===== config.mk =====
export PLATFORM = sky130hd
export DESIGN_NAME = nco_phase_accumulator_regs
export DESIGN_NICKNAME = d
export VERILOG_FILES = /design/src/nco_pkg.sv /design/src/nco_sync.sv /design/src/nco_phase_accumulator_regs.sv
export VERILOG_INCLUDE_DIRS = /design/src
export SDC_FILE = /design/constraint.sdc
export NUM_CORES = 1
export LEC_CHECK = 0
export ABC_CLOCK_PERIOD_IN_PS = 2200
export BUFFER_PORTS_ARGS = -buffer_cell sky130_fd_sc_hd__buf_2
export CORE_UTILIZATION = 50
export DETAILED_ROUTE_END_ITERATION = 7
export HOLD_SLACK_MARGIN = 0.15
export PLACE_DENSITY = 0.76
export SLEW_MARGIN = 20
export SYNTH_ARGS = -nofsm -noshare
export SYNTH_HDL_FRONTEND = slang
export SYNTH_SLANG_ARGS = --single-unit

===== constraint.sdc =====
create_clock -name core_clk -period 2.2 [get_ports core_clk]
set_input_delay 0.33 -clock core_clk [delete_from_list [all_inputs] [get_ports core_clk]]
set_output_delay 0.33 -clock core_clk [all_outputs]
set_load 0.01 [all_outputs]

===== src/nco_params.svh =====
// What this block does
// Accumulator spans upper, high and low bytes; only 20 bits are implemented.
// Upper accumulator byte bits 7 to 4 read as zero.
// Accumulator advances on the oscillator clock, independent of the bus.
// Software must not write accumulator bytes while the oscillator runs.
// Increment low byte holds bits 7:0, high byte bits 15:8.
// Shadow increment loads on first source clock falling edge after low write.
// Software should write upper and high increment bytes before low byte.
// Increment upper byte holds bits 19:16 in bits 3:0; rest read zero.
// Reset clears the accumulator and sets increment and shadow to one.
`ifndef NCO_PARAMS_SVH
`define NCO_PARAMS_SVH

`define NCO_OFS_ACC_LOW    8'h00
`define NCO_OFS_ACC_HIGH   8'h04
`define NCO_OFS_ACC_UPPER  8'h08
`define NCO_OFS_STEP_LOW   8'h0C
`define NCO_OFS_STEP_HIGH  8'h10
`define NCO_OFS_STEP_UPPER 8'h14
`define NCO_OFS_CONTROL    8'h18

`define NCO_RUN_BIT        0
`define NCO_PHASE_WIDTH    20
`define NCO_UPPER_WIDTH    4

`define NCO_ACC_RESET      20'h00000
`define NCO_STEP_RESET     20'h00001
`define NCO_CONTROL_RESET  1'h0

`define NCO_RESP_OKAY      2'h0
`define NCO_RESP_SLVERR    2'h2

`endif


===== src/nco_pkg.sv =====
`default_nettype none
package nco_pkg;
  `include "nco_params.svh"

  // One phase word, accumulator or increment.
  typedef logic [`NCO_PHASE_WIDTH-1:0] phase_type;

  // Decoded register selection.
  typedef enum {
    SEL_ACC_LOW,
    SEL_ACC_HIGH,
    SEL_ACC_UPPER,
    SEL_STEP_LOW,
    SEL_STEP_HIGH,
    SEL_STEP_UPPER,
    SEL_CONTROL,
    SEL_NONE
  } reg_sel_type;
endpackage
`default_nettype wire


===== src/nco_sync.sv =====
`default_nettype none
module nco_sync (
  input  wire logic core_clk,
  input  wire logic nrst,
  input  wire logic asyncIn,
  output logic      syncOut
);
  logic stage1_r;
  logic stage1_nxt;
  logic stage2_nxt;

  // The first stage feeds only the second, so metastability cannot spread.
  always_comb begin
    stage1_nxt = asyncIn;
    stage2_nxt = stage1_r;
  end

  always_ff @(posedge core_clk) begin
    if (!nrst) begin
      stage1_r <= 1'h0;
      syncOut  <= 1'h0;
    end else begin
      stage1_r <= stage1_nxt;
      syncOut  <= stage2_nxt;
    end
  end
endmodule
`default_nettype wire


===== src/nco_phase_accumulator_regs.sv =====
`default_nettype none
`include "nco_params.svh"
module nco_phase_accumulator_regs
  import nco_pkg::*;
#(
  parameter int ADDR_WIDTH = 8
) (
  input  wire logic                  core_clk,
  input  wire logic                  nrst,
  input  wire logic                  oscillator_source_clock,
  input  wire logic [ADDR_WIDTH-1:0] s_axi_awaddr,
  input  wire logic                  s_axi_awvalid,
  output logic                       s_axi_awready,
  input  wire logic [31:0]           s_axi_wdata,
  input  wire logic [3:0]            s_axi_wstrb,
  input  wire logic                  s_axi_wvalid,
  output logic                       s_axi_wready,
  output logic [1:0]                 s_axi_bresp,
  output logic                       s_axi_bvalid,
  input  wire logic                  s_axi_bready,
  input  wire logic [ADDR_WIDTH-1:0] s_axi_araddr,
  input  wire logic                  s_axi_arvalid,
  output logic                       s_axi_arready,
  output logic [31:0]                s_axi_rdata,
  output logic [1:0]                 s_axi_rresp,
  output logic                       s_axi_rvalid,
  input  wire logic                  s_axi_rready,
  output logic                       overflowPulse
);

  ////////////////////////////////////////////////////////////////////////////
  // Source clock synchronisation and edge detection.

  logic srcSync;
  logic srcPrev_r;
  logic srcPrev_nxt;
  logic srcRise;
  logic srcFall;

  nco_sync u_sync (
    .core_clk (core_clk),
    .nrst     (nrst),
    .asyncIn  (oscillator_source_clock),
    .syncOut  (srcSync)
  );

  // Edges are seen on the synchronised level, so the source must stay below
  // half the core clock rate or edges are lost.
  always_comb begin
    srcPrev_nxt = srcSync;
    srcRise     = srcSync & ~srcPrev_r;
    srcFall     = ~srcSync & srcPrev_r;
  end

  always_ff @(posedge core_clk) begin
    if (!nrst) begin
      srcPrev_r <= 1'h0;
    end else begin
      srcPrev_r <= srcPrev_nxt;
    end
  end

  ////////////////////////////////////////////////////////////////////////////
  // Address decode shared by the read and write paths.

  function automatic reg_sel_type decode(input logic [ADDR_WIDTH-1:0] addr);
    logic [7:0] a;
    a = 8'(addr) & 8'hFC;
    case (a)
      `NCO_OFS_ACC_LOW:    decode = SEL_ACC_LOW;
      `NCO_OFS_ACC_HIGH:   decode = SEL_ACC_HIGH;
      `NCO_OFS_ACC_UPPER:  decode = SEL_ACC_UPPER;
      `NCO_OFS_STEP_LOW:   decode = SEL_STEP_LOW;
      `NCO_OFS_STEP_HIGH:  decode = SEL_STEP_HIGH;
      `NCO_OFS_STEP_UPPER: decode = SEL_STEP_UPPER;
      `NCO_OFS_CONTROL:    decode = SEL_CONTROL;
      default:             decode = SEL_NONE;
    endcase
    if (addr > ADDR_WIDTH'(8'hFC)) begin
      decode = SEL_NONE;
    end
  endfunction

  ////////////////////////////////////////////////////////////////////////////
  // AXI4-Lite write channel capture. Address and data are taken independently.

  logic                  awHeld_r;
  logic                  awHeld_nxt;
  logic [ADDR_WIDTH-1:0] awAddr_r;
  logic [ADDR_WIDTH-1:0] awAddr_nxt;
  logic                  wHeld_r;
  logic                  wHeld_nxt;
  logic [7:0]            wByte_r;
  logic [7:0]            wByte_nxt;
  logic                  wLane_r;
  logic                  wLane_nxt;
  logic                  awready_nxt;
  logic                  wready_nxt;
  logic                  bvalid_nxt;
  logic [1:0]            bresp_nxt;
  logic                  doWrite;
  reg_sel_type           wSel;

  // The write commits one cycle after both halves are held and no response
  // is pending; the registers below consume doWrite and wSel.
  always_comb begin
    awHeld_nxt = awHeld_r;
    awAddr_nxt = awAddr_r;
    wHeld_nxt  = wHeld_r;
    wByte_nxt  = wByte_r;
    wLane_nxt  = wLane_r;
    bvalid_nxt = s_axi_bvalid;
    bresp_nxt  = s_axi_bresp;
    doWrite    = awHeld_r & wHeld_r & ~s_axi_bvalid;
    wSel       = decode(awAddr_r);
    if (s_axi_bvalid && s_axi_bready) begin
      bvalid_nxt = 1'h0;
    end
    if (s_axi_awvalid && s_axi_awready) begin
      awHeld_nxt = 1'h1;
      awAddr_nxt = s_axi_awaddr;
    end
    if (s_axi_wvalid && s_axi_wready) begin
      wHeld_nxt = 1'h1;
      wByte_nxt = s_axi_wdata[7:0];
      wLane_nxt = s_axi_wstrb[0];
    end
    if (doWrite) begin
      awHeld_nxt = 1'h0;
      wHeld_nxt  = 1'h0;
      bvalid_nxt = 1'h1;
      bresp_nxt  = (wSel == SEL_NONE) ? `NCO_RESP_SLVERR : `NCO_RESP_OKAY;
    end
    awready_nxt = ~awHeld_nxt;
    wready_nxt  = ~wHeld_nxt;
  end

  always_ff @(posedge core_clk) begin
    if (!nrst) begin
      awHeld_r      <= 1'h0;
      awAddr_r      <= '0;
      wHeld_r       <= 1'h0;
      wByte_r       <= 8'h00;
      wLane_r       <= 1'h0;
      s_axi_awready <= 1'h0;
      s_axi_wready  <= 1'h0;
      s_axi_bvalid  <= 1'h0;
      s_axi_bresp   <= `NCO_RESP_OKAY;
    end else begin
      awHeld_r      <= awHeld_nxt;
      awAddr_r      <= awAddr_nxt;
      wHeld_r       <= wHeld_nxt;
      wByte_r       <= wByte_nxt;
      wLane_r       <= wLane_nxt;
      s_axi_awready <= awready_nxt;
      s_axi_wready  <= wready_nxt;
      s_axi_bvalid  <= bvalid_nxt;
      s_axi_bresp   <= bresp_nxt;
    end
  end

  ////////////////////////////////////////////////////////////////////////////
  // Oscillator state: accumulator, increment bytes, shadow and run control.

  phase_type  acc_r;
  phase_type  acc_nxt;
  phase_type  step_r;
  phase_type  step_nxt;
  phase_type  shadow_r;
  phase_type  shadow_nxt;
  logic       loadPending_r;
  logic       loadPending_nxt;
  logic       run_r;
  logic       run_nxt;
  logic       overflow_nxt;
  logic       byteWrite;
  logic [20:0] sum;

  // Software writes take priority over an advance in the same cycle; writing
  // the accumulator while running gives undefined phase by contract.
  always_comb begin
    byteWrite       = doWrite & wLane_r;
    acc_nxt         = acc_r;
    step_nxt        = step_r;
    run_nxt         = run_r;
    shadow_nxt      = shadow_r;
    overflow_nxt    = 1'h0;
    sum             = {1'h0, acc_r} + {1'h0, shadow_r};
    if (run_r && srcRise) begin
      acc_nxt      = sum[19:0];
      overflow_nxt = sum[20];
    end
    if (byteWrite) begin
      case (wSel)
        SEL_ACC_LOW:    acc_nxt[7:0]   = wByte_r;
        SEL_ACC_HIGH:   acc_nxt[15:8]  = wByte_r;
        SEL_ACC_UPPER:  acc_nxt[19:16] = wByte_r[3:0];
        SEL_STEP_LOW:   step_nxt[7:0]  = wByte_r;
        SEL_STEP_HIGH:  step_nxt[15:8] = wByte_r;
        SEL_STEP_UPPER: step_nxt[19:16] = wByte_r[3:0];
        SEL_CONTROL:    run_nxt        = wByte_r[`NCO_RUN_BIT];
        default:        run_nxt        = run_r;
      endcase
    end
    // A new low-byte write sets the pending flag even on a falling edge, so
    // the set always wins over the clear.
    loadPending_nxt = (byteWrite && wSel == SEL_STEP_LOW) | (loadPending_r & ~srcFall);
    if (loadPending_r && srcFall) begin
      shadow_nxt = step_nxt;
    end
  end

  always_ff @(posedge core_clk) begin
    if (!nrst) begin
      acc_r         <= `NCO_ACC_RESET;
      step_r        <= `NCO_STEP_RESET;
      shadow_r      <= `NCO_STEP_RESET;
      loadPending_r <= 1'h0;
      run_r         <= `NCO_CONTROL_RESET;
      overflowPulse <= 1'h0;
    end else begin
      acc_r         <= acc_nxt;
      step_r        <= step_nxt;
      shadow_r      <= shadow_nxt;
      loadPending_r <= loadPending_nxt;
      run_r         <= run_nxt;
      overflowPulse <= overflow_nxt;
    end
  end

  ////////////////////////////////////////////////////////////////////////////
  // AXI4-Lite read channel. Data return one cycle after the address is taken.

  logic        arready_nxt;
  logic        rvalid_nxt;
  logic [31:0] rdata_nxt;
  logic [1:0]  rresp_nxt;
  reg_sel_type rSel;

  // Multi-byte reads are not atomic: the accumulator may step between reads.
  always_comb begin
    rvalid_nxt = s_axi_rvalid;
    rdata_nxt  = s_axi_rdata;
    rresp_nxt  = s_axi_rresp;
    rSel       = decode(s_axi_araddr);
    if (s_axi_rvalid && s_axi_rready) begin
      rvalid_nxt = 1'h0;
    end
    if (s_axi_arvalid && s_axi_arready) begin
      rvalid_nxt = 1'h1;
      rresp_nxt  = `NCO_RESP_OKAY;
      case (rSel)
        SEL_ACC_LOW:    rdata_nxt = {24'h000000, acc_r[7:0]};
        SEL_ACC_HIGH:   rdata_nxt = {24'h000000, acc_r[15:8]};
        SEL_ACC_UPPER:  rdata_nxt = {28'h0000000, acc_r[19:16]};
        SEL_STEP_LOW:   rdata_nxt = {24'h000000, step_r[7:0]};
        SEL_STEP_HIGH:  rdata_nxt = {24'h000000, step_r[15:8]};
        SEL_STEP_UPPER: rdata_nxt = {28'h0000000, step_r[19:16]};
        SEL_CONTROL:    rdata_nxt = {31'h00000000, run_r};
        default: begin
          rdata_nxt = 32'h00000000;
          rresp_nxt = `NCO_RESP_SLVERR;
        end
      endcase
    end
    arready_nxt = ~rvalid_nxt;
  end

  always_ff @(posedge core_clk) begin
    if (!nrst) begin
      s_axi_arready <= 1'h0;
      s_axi_rvalid  <= 1'h0;
      s_axi_rdata   <= 32'h00000000;
      s_axi_rresp   <= `NCO_RESP_OKAY;
    end else begin
      s_axi_arready <= arready_nxt;
      s_axi_rvalid  <= rvalid_nxt;
      s_axi_rdata   <= rdata_nxt;
      s_axi_rresp   <= rresp_nxt;
    end
  end
endmodule
`default_nettype wire


# == Word level (Yosys, flattened, before mapping) ==
# Cells that the tools add are included.
# word_totals
regBits,126
latch_bits,0
ram_bits,0
mem_bits_ro,0
output_inout_bits,42
memories,0
# classes
addsub,1
n_mul,0
div_mod_pow,0
n_lt_le_gt_ge,2
eq_ne,26
n_shift,0
n_mux,24
bitwise_logic,14
n_reduce_logical,16
# op_table
operator,n
"32-bit by 3-bit equality test with 1-bit output, second input constant",7
"32-bit by 2-bit equality test with 1-bit output, second input constant",4
"32-bit by 1-bit equality test with 1-bit output, second input constant",2
32-bit logical NOT,2
32-bit two-way mux,2
20-bit two-way mux,3
8-bit one-hot mux with 7 select lines,1
3-bit one-hot mux with 7 select lines,2
"6-bit by 3-bit equality test with 1-bit output, second input constant",6
"32-bit by 4-bit equality test with 1-bit output, second input constant",1
8-bit two-way mux,4
"6-bit by 2-bit equality test with 1-bit output, second input constant",4
20-bit by 20-bit adder with 21-bit output,1
"8-bit greater-than comparator, second input constant",2
8-bit logical NOT,2
"6-bit by 1-bit equality test with 1-bit output, second input constant",2
1-bit logical AND,8
1-bit two-way mux,8
4-bit two-way mux,2
1-bit inverter,7
7-bit OR reduction,1
1-bit AND,6
2-bit two-way mux,2
2-bit AND reduction,2
2 further kinds,2

# == Depth between registers and ports, before layout ==
# Gate-level depths: netlist of the first run.
# logic_depth
depth_word,6
depth_mapped,9
ltp_nobuf,9

# == Modules after synthesis ==
# Synthesis of the first run repeated with hierarchy kept, for this count alone.
# hier_totals
hier_cells,609
hier_area_um2,5257.5
# by_module_without_submodules
module,instances,cells_each,area_per_inst_um2
nco_phase_accumulator_regs,1,605,5205.0
nco_sync,1,4,52.6

# == Worst setup path after synthesis of the first run ==
# OpenSTA, ideal clock, no wires.
# synth_timing
kind,reg2reg
startpoint,register acc_r[0]
endpoint,register overflowPulse
setup_ns,0.131
arrival_time_ns,2.190
t_required_ns,2.069
setup_slack_ns,-0.122
path_stages_with_launch,10
path_buffers,0
period_less_slack_ns,2.322
cell_sequence,dfxtp_1 ha_1 fa_1 a211oi_1 o211a_1 nor3b_2 o31ai_1 a21oi_1 a211oi_1 nor3_1
# synth_between
elab_chain_cells,1
# synth_lines
item,line_no,text
"start, declared",nco_phase_accumulator_regs.sv:165,phase_type acc_r;
"start signal, assigned",nco_phase_accumulator_regs.sv:215,acc_r <= `NCO_ACC_RESET;
"start signal, assigned",nco_phase_accumulator_regs.sv:222,acc_r <= acc_nxt;
20-bit by 20-bit adder with 21-bit output,nco_phase_accumulator_regs.sv:188,"sum = {1'h0, acc_r} + {1'h0, shadow_r};"
"end signal, assigned",nco_phase_accumulator_regs.sv:227,overflowPulse <= overflow_nxt;
"end, declared",nco_phase_accumulator_regs.sv:28,output logic overflowPulse
# No other way between the ends.
# A chain may end at the register's enable or synchronous reset.

# == Worst setup path after layout of the first run ==
# layout_timing
startpoint,register shadow_r[0]
endpoint,register acc_r[12]
# layout_between
elab_chain_cells,4
# layout_lines
item,line_no,text
"start, declared",nco_phase_accumulator_regs.sv:169,phase_type shadow_r;
"start signal, assigned",nco_phase_accumulator_regs.sv:217,shadow_r <= `NCO_STEP_RESET;
"start signal, assigned",nco_phase_accumulator_regs.sv:224,shadow_r <= shadow_nxt;
20-bit by 20-bit adder with 21-bit output *,nco_phase_accumulator_regs.sv:188,
20-bit two-way mux *,nco_phase_accumulator_regs.sv:189,if (run_r && srcRise) begin
8-bit two-way mux,nco_phase_accumulator_regs.sv:194,case (wSel)
20-bit two-way mux *,nco_phase_accumulator_regs.sv:193,if (byteWrite) begin
# Every way passes the cells marked *; elsewhere a longest branch is shown, timed or not.

==> metrics, run 1 <==
status=complete, no violations; dominant cells by area after synthesis=dfxtp_1 38%, mux2i_1 7.0%, nor2_1 5.8%; R2R cell count=9; Synth Warn #=0; top cells by count, synth=98 x dfxtp_1, 80 x nor2_1, 62 x nand2_1; via/cell ratio=5.68; Final Wtd Congestion=0.935; fin nets=755; switching part of the total=27.6%; maxcap violations=0; final critical-path share of the clock period=98.0%; Combinational Power Share=5.8%; initial DRC count=290; die area=10700 um^2; Int Pwr=2.32 mW; Crit. End Element=flop; CP Launch Type=flop; dpl ws=-0.105 ns; port buffer count=44; Yosys top cell area share=38.2%; clk sink count=98; WL/cell=16.7 um; Core Area=9860 um^2; setup TNS=0 ns; leakage=2.39 nW; RSZ-0062 raised after global routing=true; syn_area_per_cell=8.48 um^2; Fill cells=830; Setup CP Type=flop to flop; CTS Buf Count=9; latest clock arrival within the worst-skew pair=0.38 ns; Row Count=36; Total GRT Usage=26.8%; die height=103 um; most common cell in the synthesized netlist=dfxtp_1; crit path max-delay cell type=fa_2; number of synthesized register bits=98; Pins Over Slew Limit=0; post-route minimum period=2.16 ns; Synth area leader=dfxtp_1; PwrDens=530 nW/um^2; DRT Pass-1 Iters=5; Min-Delay Startpoint=s_axi_wdata[3]; Area growth, synth to finish=17.6%; H-tree Lvls=3; Post-synth EDFFs=0; number of global-route vias before repair=4408; Fin Hold WS=0.174 ns; Data required, critical path=2.48 ns; final WL=13500 um; clock slew at reported path FFs=0.11 ns; synthesized cell area=5140 um^2; Die W=103 um; Gate Count Post-Synth=606; Fin Clk Skew=0.0158 ns; sw power=0.886 mW; crit-path max FO=3; post-synthesis compound-gate area fraction=19.6%; post-synthesis simple-gate area fraction=20.5%; fraction of layout cells with a size suffix above 1=22.7%; largest family of logic cells by synthesized area=simple AND/OR/NAND/NOR gates; Async S/R FF share, synth=0%; Inst Count DP=789; Post-Layout Inst Area=6040 um^2; VDD IR max=0.000377 V; Post-synth top flop=dfxtp_1; final std cells w/o fill=812; Yosys cell types=67; Antenna Nets Post-Route=0; HPWL after detailed placement=9770 um; hold path cells=3; Residual DRC=0; initial antenna violation count=0; register area share after synthesis=38.2%; Hold Path Sink=wByte_r[3]$_SDFFE_PN0P_; Root Buffer=clkbuf_8; total gr overflow=0; Initial Util=52.1%; r2r setup slk=0.04 ns; Vias=4614; CTS Buffer Depth=2; Placed Area=5620 um^2; post-synthesis adder-cell area fraction=5.26%; Flop pwr share=57.5%; final setup violating endpoints=0; R2R Path Start=shadow_r[0]$_SDFFE_PN1P_; Max Clk Rate=0.464 GHz; largest net degree at the start of global routing=42; R2R Path End=acc_r[12]$_SDFF_PN0_; Final WS setup=0.0442 ns; worst path cell trace=ha_4 > fa_2 > a211oi_2 > o211a_1 > nor3b_4 > nor2b_1 > xnor2_1 > nand2_1 > a311oi_2; diodes inserted=0; clock network power share=36.7%; Hold Crit Class=primary input to flop; I/O pin total=102; TritonCTS clock tree=yes; Final Hold Viols=0; mux contribution to synthesized area=7.23%; XOR/XNOR Fraction of Synth Area=2.04%; WP data arrival=2.44 ns; crit-path max cell delay=0.36 ns; first-pass GRT wire length=21600 um
[area by class of cell]
cell class | count | area [um^2] | area share, %
repair buffers | 92 | 603 | 9.98
well taps | 133 | 166 | 2.75
multi-input cells | 466 | 3070 | 50.8
clock inverters | 7 | 80.1 | 1.32
clock buffers | 9 | 124 | 2.05
flip-flops and latches | 98 | 1970 | 32.6
inverters | 7 | 26.3 | 0.435
[cells in the final DEF (no fill, tap or decap), types with 5 or more instances in the layout]
cell type	instances
a211oi_1	18
a21oi_1	44
a22oi_1	10
a311oi_1	8
a31oi_1	6
and2_1	7
buf_2	44
buf_4	44
clkbuf_8	9
conb_1	26
dfxtp_1	90
dfxtp_2	8
ha_1	13
ha_4	7
inv_1	6
mux2i_1	36
nand2_1	62
nand2b_1	11
nand3_1	9
nor2_1	79
nor3_1	5
o211ai_1	5
o21ai_0	23
o22ai_1	10
xnor2_1	8
[flip-flops by register name, summed over array words and instances, names as in the netlist, 6 cells and up]
| name | cells |
|---|---|
| awAddr_r | 6 |
| acc_r | 20 |
| wByte_r | 8 |
| s_axi_rdata | 8 |
| step_r | 20 |
| shadow_r | 20 |
[stage by stage]
stage | power (mW) | utilization [%]
6_report | 3.20 | 61.3
4_1_cts | 3.22 | 59.7
5_1_grt | 3.31 | 61.3
3_3_place_gp | 2.06 | 56.9
2_1_floorplan | 2.02 | -
3_5_place_dp | 2.06 | 56.9
[cell families (layout without fill, tap and decap cells)]
kind of cell / Yosys count / after routing
buffers and inverters: 67 / 115
AOI/OAI and AO/OA: 156 / 156
other: 1 / 26
and+or+nand+nor: 214 / 214
adders and majority gates: 21 / 21
DFF: 98 / 98
xor gates and xnor gates: 12 / 12
muxes: 37 / 37
[what timing repair did]
item	4_1_cts	5_1_grt
endpoints found under the hold margin	1	0
cloned	0	0
pin swaps	5	18
hold buffers	1	0
setup buffers	0	6
endpoints found under the setup margin	7	12
resized for setup	11	23
[per-layer routing]
layer / vias up / wire (um) / track usage (%)
li1: 2242 / - / -
met4: 0 / 472 / 11.5
met3: 31 / 743 / 5.17
met2: 157 / 6280 / 44.3
met5: - / 0 / 0
met1: 2184 / 6030 / 34.3
[worst max path at each step]
stage / start / end / cells after the start
2_1_floorplan: acc_r[0]$_SDFF_PN0_ / overflowPulse$_SDFF_PN0_ / 9
3_3_place_gp: acc_r[0]$_SDFF_PN0_ / overflowPulse$_SDFF_PN0_ / 9
3_5_place_dp: acc_r[0]$_SDFF_PN0_ / overflowPulse$_SDFF_PN0_ / 9
4_1_cts: shadow_r[0]$_SDFFE_PN1P_ / acc_r[14]$_SDFF_PN0_ / 9
5_1_grt: shadow_r[0]$_SDFFE_PN1P_ / acc_r[12]$_SDFF_PN0_ / 9
6_report: shadow_r[0]$_SDFFE_PN1P_ / acc_r[12]$_SDFF_PN0_ / 9
[worst max-delay path: cells and delay by family, from the launching register on]
kind | cells | cell delay [ns]
flip-flops | 1 | 0.35
AND/OR/NAND/NOR | 3 | 0.30
AO/OA/AOI/OAI | 3 | 0.74
XOR/XNOR | 1 | 0.13
adder cells (fa/ha/maj) | 2 | 0.52
[power groups by stage]
| stage | sequential [mW] | clock (mW) | combinational [mW] |
|---|---|---|---|
| 2_1_floorplan | 1.86 | 0 | 0.156 |
| 3_3_place_gp | 1.88 | 0 | 0.178 |
| 3_5_place_dp | 1.88 | 0 | 0.183 |
| 4_1_cts | 1.84 | 1.19 | 0.185 |
| 5_1_grt | 1.85 | 1.26 | 0.209 |
| 6_report | 1.84 | 1.18 | 0.186 |
No activity file was read; power rests on OpenSTA's default activity.
==> run 2, diff against run 1 <==
--- a/config.mk
+++ b/config.mk
@@ -8,10 +8,12 @@
 export LEC_CHECK = 0
 export ABC_CLOCK_PERIOD_IN_PS = 2200
 export BUFFER_PORTS_ARGS = -buffer_cell sky130_fd_sc_hd__buf_2
+export CORE_MARGIN = 4
 export CORE_UTILIZATION = 50
 export DETAILED_ROUTE_END_ITERATION = 7
 export HOLD_SLACK_MARGIN = 0.15
 export PLACE_DENSITY = 0.76
+export REMOVE_ABC_BUFFERS = 1
 export SLEW_MARGIN = 20
 export SYNTH_ARGS = -nofsm -noshare
 export SYNTH_HDL_FRONTEND = slang
==> constraint.sdc (replaced) <==
create_clock -name core_clk -period 2.2 [get_ports core_clk]
set_input_delay 0.44 -clock core_clk [delete_from_list [all_inputs] [get_ports core_clk]]
set_output_delay 0.44 -clock core_clk [all_outputs]
set_load 0.01 [all_outputs]
==> run 2 against run 1 <==
Compared with the run above:
- sequential cell count is the same
- first-iteration DRC count shrank 5.5%
- critical endpoint is now acc_r[18]$_SDFF_PN0_
- the run now ends with negative setup slack left
- critical path type unchanged
- core utilization shrank 0.19 points
- combinational power grew 4%
- register-to-register slack lost 0.17 ns
- sequential share of layout area grew 0.077 points
==> metrics, run 2 (synthesis results as in run 1) <==
final setup violating endpoints=5; initial DRC count=274; post-route minimum period=2.32 ns; Die W=109 um; WL/cell=16.5 um; most frequent cells in the layout=84 x dfxtp_1, 78 x nor2_1, 62 x nand2_1; Power, Total=3.18 mW; clock slew at reported path FFs=0.11 ns; crit-path max cell delay=0.37 ns; clk sink count=98; first-pass GRT wire length=21000 um; Post-Layout Inst Area=6050 um^2; Initial Util=51.9%; final WL=13400 um; Fin Clk Skew=0.0120 ns; Data required, critical path=2.51 ns; PwrDens=526 nW/um^2; CTS Buf Count=9; final critical-path share of the clock period=106%; die area=12000 um^2; Max Clk Rate=0.431 GHz; most common cell after layout, fill and taps aside=dfxtp_1; Total GRT Usage=22.7%; I/O pin total=102; RSZ-0062 raised after global routing=true; maxcap violations=0; Root Buffer=clkbuf_8; setup TNS=-0.313 ns; total gr overflow=0; Row Count=36; Residual DRC=0; dpl ws=-0.311 ns; worst path cell trace=ha_4 > fa_2 > a211oi_2 > o211a_1 > nor3b_2 > o31ai_2 > a21oi_2 > buf_4 > xnor2_2 > a21oi_1; Hold Crit Class=primary input to flop; via/cell ratio=5.69; family with the most delay on the worst path=compound AO/OA/AOI/OAI gates; HPWL after detailed placement=9820 um; status=finished, violations left; fraction of layout cells with a size suffix above 1=24.0%; Area growth, synth to finish=17.7%; VDD IR max=0.000454 V; latest clock arrival within the worst-skew pair=0.38 ns; Final Hold Viols=0; Final Wtd Congestion=0.923; port buffer count=44; number of global-route vias before repair=4383; Antenna Nets Post-Route=0; CTS hold repair buffers=0; CTS Buffer Depth=2; largest registers=acc_r (20), shadow_r (20), step_r (20); Core Area=9910 um^2; Fin Hold WS=0.262 ns; H-tree Lvls=3; crit-path max FO=3; diodes inserted=0; Final WS setup=-0.123 ns; initial antenna violation count=0; Vias=4603; CP Launch Type=flop; Setup CP Type=flop to flop; die height=109 um; leakage=2.37 nW; Pins Over Slew Limit=0; Post-Route Utilization=61.1%; fin nets=752; Placed Area=5620 um^2; DRT Pass-1 Iters=5; WP data arrival=2.64 ns; CP Buf/Inv Count=1; crit path max-delay cell type=fa_2; Crit. End Element=flop; Inst Count DP=790; largest net degree at the start of global routing=41; TritonCTS clock tree=yes; failing checks=negative setup slack; final std cells w/o fill=809
==> run 2: cell types whose count changed in the layout (fill, tap and decap cells not counted), moves of 3 or more <==
cell,change
dfxtp_1,-6
dfxtp_2,+6
buf_4,-3
clkinv_4,+3
==> run 2: cell type report <==
class	instances	area [um^2]
repair buffers	89	591
clock inverters	7	73.8
flip-flops and latches	98	1980
multi-input cells	466	3090
well taps	133	166
clock buffers	9	124
inverters	7	26.3
fillers	877	3860
==> run 2: worst paths after layout <==
kind	to	slack [ns]	depth (start not counted)	start
setup / recovery	acc_r[18]$_SDFF_PN0_	-0.12	10	acc_r[0]$_SDFF_PN0_
hold / removal	u_sync.stage1_r$_SDFF_PN0_	0.26	2	oscillator_source_clock
setup reg to reg	acc_r[18]$_SDFF_PN0_	-0.12	10	acc_r[0]$_SDFF_PN0_
hold reg to reg	u_sync.syncOut$_SDFF_PN0_	0.45	1	u_sync.stage1_r$_SDFF_PN0_
==> run 2: per-layer routing <==
| metal | vias to the layer above | routed length [um] | GRT usage, % | share of wire [%] |
|---|---|---|---|---|
| met5 | - | 0 | 0 | 0 |
| met4 | 0 | 450 | 9.44 | 3.4 |
| met3 | 34 | 766 | 4.11 | 5.7 |
| met2 | 165 | 6340 | 37.8 | 47 |
| met1 | 2165 | 5800 | 28.9 | 43 |
| li1 | 2239 | - | - | - |
==> run 2: where the power goes <==
| group | internal [mW] | switching [mW] | leakage (nW) | total, mW |
|---|---|---|---|---|
| clock network | 0.444 | 0.709 | 0.100 | 1.15 |
| registers | 1.80 | 0.0364 | 0.799 | 1.84 |
| logic | 0.0673 | 0.125 | 1.47 | 0.193 |
| total | 2.31 | 0.871 | 2.37 | 3.18 |
==> run 2: timing repair <==
action                                  in CTS  in global routing
buffers inserted                             0                  3
endpoints found under the hold margin        0                  0
endpoints found under the setup margin       9                 13
pin swaps                                   11                 16
resized for setup                           14                 35
==> run 3, diff against run 2 <==
--- a/config.mk
+++ b/config.mk
@@ -8,11 +8,13 @@
 export LEC_CHECK = 0
 export ABC_CLOCK_PERIOD_IN_PS = 2200
 export BUFFER_PORTS_ARGS = -buffer_cell sky130_fd_sc_hd__buf_2
+export CELL_PAD_IN_SITES_DETAIL_PLACEMENT = 1
+export CELL_PAD_IN_SITES_GLOBAL_PLACEMENT = 1
 export CORE_MARGIN = 4
-export CORE_UTILIZATION = 50
+export CORE_UTILIZATION = 37
 export DETAILED_ROUTE_END_ITERATION = 7
 export HOLD_SLACK_MARGIN = 0.15
-export PLACE_DENSITY = 0.76
+export PLACE_DENSITY_LB_ADDON = 0.1
 export REMOVE_ABC_BUFFERS = 1
 export SLEW_MARGIN = 20
 export SYNTH_ARGS = -nofsm -noshare
==> run 3 against run 2 <==
Compared with the run above:
- the flow still finishes with violations (negative setup slack)
- core utilization decreased by 13 points
- power increased by 20%
- sequential share of layout area decreased by 1.8 points
- hold slack improved by 0.028 ns
- first-iteration DRC count decreased by 14%
- highest routed layer unchanged
- final area increased by 5.5%
- fmax increased by 2.0%
- register-to-register slack improved by 0.05 ns
- clock skew decreased by 0.0041 ns
- final cell count increased by 7.2%
- wire length increased by 19%
==> metrics, run 3 (synthesis results as in run 1) <==
status=finished, violations left; failing checks=negative setup slack; Row Count=42; PwrDens=598 nW/um^2; Area growth, synth to finish=24.2%; worst slew pin tran=0.513 ns; Pins Over Slew Limit=0; Setup CP Type=flop to flop; largest net degree at the start of global routing=43; first-pass GRT wire length=24800 um; Core Area=13400 um^2; Root Buffer=clkbuf_16; WP data arrival=2.55 ns; die height=126 um; maxcap violations=0; Data required, critical path=2.47 ns; total gr overflow=0; Vias=4579; number of global-route vias before repair=4668; Final Wtd Congestion=0.836; VDD IR max=0.000574 V; CTS Buf Count=9; Crit. End Element=flop; most frequent cells in the layout=90 x dfxtp_1, 78 x nor2_1, 62 x nand2_1; Final WS setup=-0.0773 ns; Initial Util=38.4%; CTS Buffer Depth=2; die area=15800 um^2; fraction of layout cells with a size suffix above 1=25.0%; Residual DRC=0; initial antenna violation count=0; Power, Total=3.82 mW; DRT Pass-1 Iters=4; RSZ-0062 raised after global routing=true; largest registers=acc_r (20), shadow_r (20), step_r (20); final WL=15900 um; via/cell ratio=5.28; latest clock arrival within the worst-skew pair=0.36 ns; Antenna Nets Post-Route=0; TritonCTS clock tree=yes; most common cell after layout, fill and taps aside=dfxtp_1; final setup violating endpoints=5; fin nets=767; Hold Crit Class=primary input to flop; WL/cell=18.3 um; post-route minimum period=2.28 ns; crit-path max FO=3; leakage=2.54 nW; CTS hold repair buffers=0; Post-Route Utilization=47.7%; Max Clk Rate=0.439 GHz; HPWL after detailed placement=11700 um; H-tree Lvls=3; CP Launch Type=flop; Final Hold Viols=0; diodes inserted=0; initial DRC count=236; clk sink count=98; final critical-path share of the clock period=104%; Fin Clk Skew=0.00793 ns; I/O pin total=102; port buffer count=44; normalized max-slew margin=65.8%; Die W=126 um; clock slew at reported path FFs=0.07 ns; Total GRT Usage=19.7%
==> run 3: final timing paths <==
kind,start,slack (ns),to,depth (start not counted)
setup reg to reg,shadow_r[0]$_SDFFE_PN1P_,-0.08,acc_r[14]$_SDFF_PN0_,10
setup / recovery,shadow_r[0]$_SDFFE_PN1P_,-0.08,acc_r[14]$_SDFF_PN0_,10
hold reg to reg,u_sync.stage1_r$_SDFF_PN0_,0.44,u_sync.syncOut$_SDFF_PN0_,1
hold / removal,oscillator_source_clock,0.29,u_sync.stage1_r$_SDFF_PN0_,2
==> run 3: power by group <==
group	leakage, nW	switching, mW	internal, mW
registers	0.796	0.0382	1.80
clock network	0.164	0.765	1.02
logic	1.58	0.129	0.0672
==> run 3: per-stage QoR <==
stage                     std cells  setup TNS, ns  area, um^2  worst slack, ns  hold WS, ns
final                           867         -0.310        6390          -0.0773        0.290
after global routing            867         -0.990        6390           -0.194        0.276
after CTS                       859         -0.287        6130          -0.0698        0.278
after detailed placement        843          -1.78        5740           -0.409        0.432
after global placement          843          -1.23        5740           -0.307        0.418
after floorplan                 571         -0.172        4890           -0.126        0.412
==> run 3: area by class of cell <==
| cell class | count | area, um^2 |
|---|---|---|
| clock buffer | 9 | 225 |
| clock inverter | 7 | 109 |
| fill | 1593 | 7010 |
| inverter | 7 | 26.3 |
| multi-input combinational | 466 | 3130 |
| sequential | 98 | 1970 |
| tap | 176 | 220 |
| timing repair buffer | 104 | 703 |
==> run 3: worst max-delay path, cell delays in order (launching register included) <==
cell and delay, ns:
dfxtp_2 0.34, ha_4 0.16, fa_2 0.36, a211oi_2 0.26, o211a_1 0.25, nor3b_4 0.07
buf_6 0.13, a31oi_4 0.11, a21boi_2 0.19, xor2_1 0.08, a311oi_1 0.24
==> run 3: metal layers <==
| layer | vias up | GRT usage (%) | wire length, um |
|---|---|---|---|
| li1 | 2270 | - | - |
| met1 | 2197 | 25.0 | 7070 |
| met2 | 97 | 34.5 | 7810 |
| met3 | 15 | 3.64 | 762 |
| met4 | 0 | 5.55 | 235 |
| met5 | - | 0 | 0 |
==> run 3: repair_timing <==
item	CTS	global route
resized for setup	17	29
buffers inserted	0	9
pin swaps	14	21
endpoints found under the setup margin	12	12
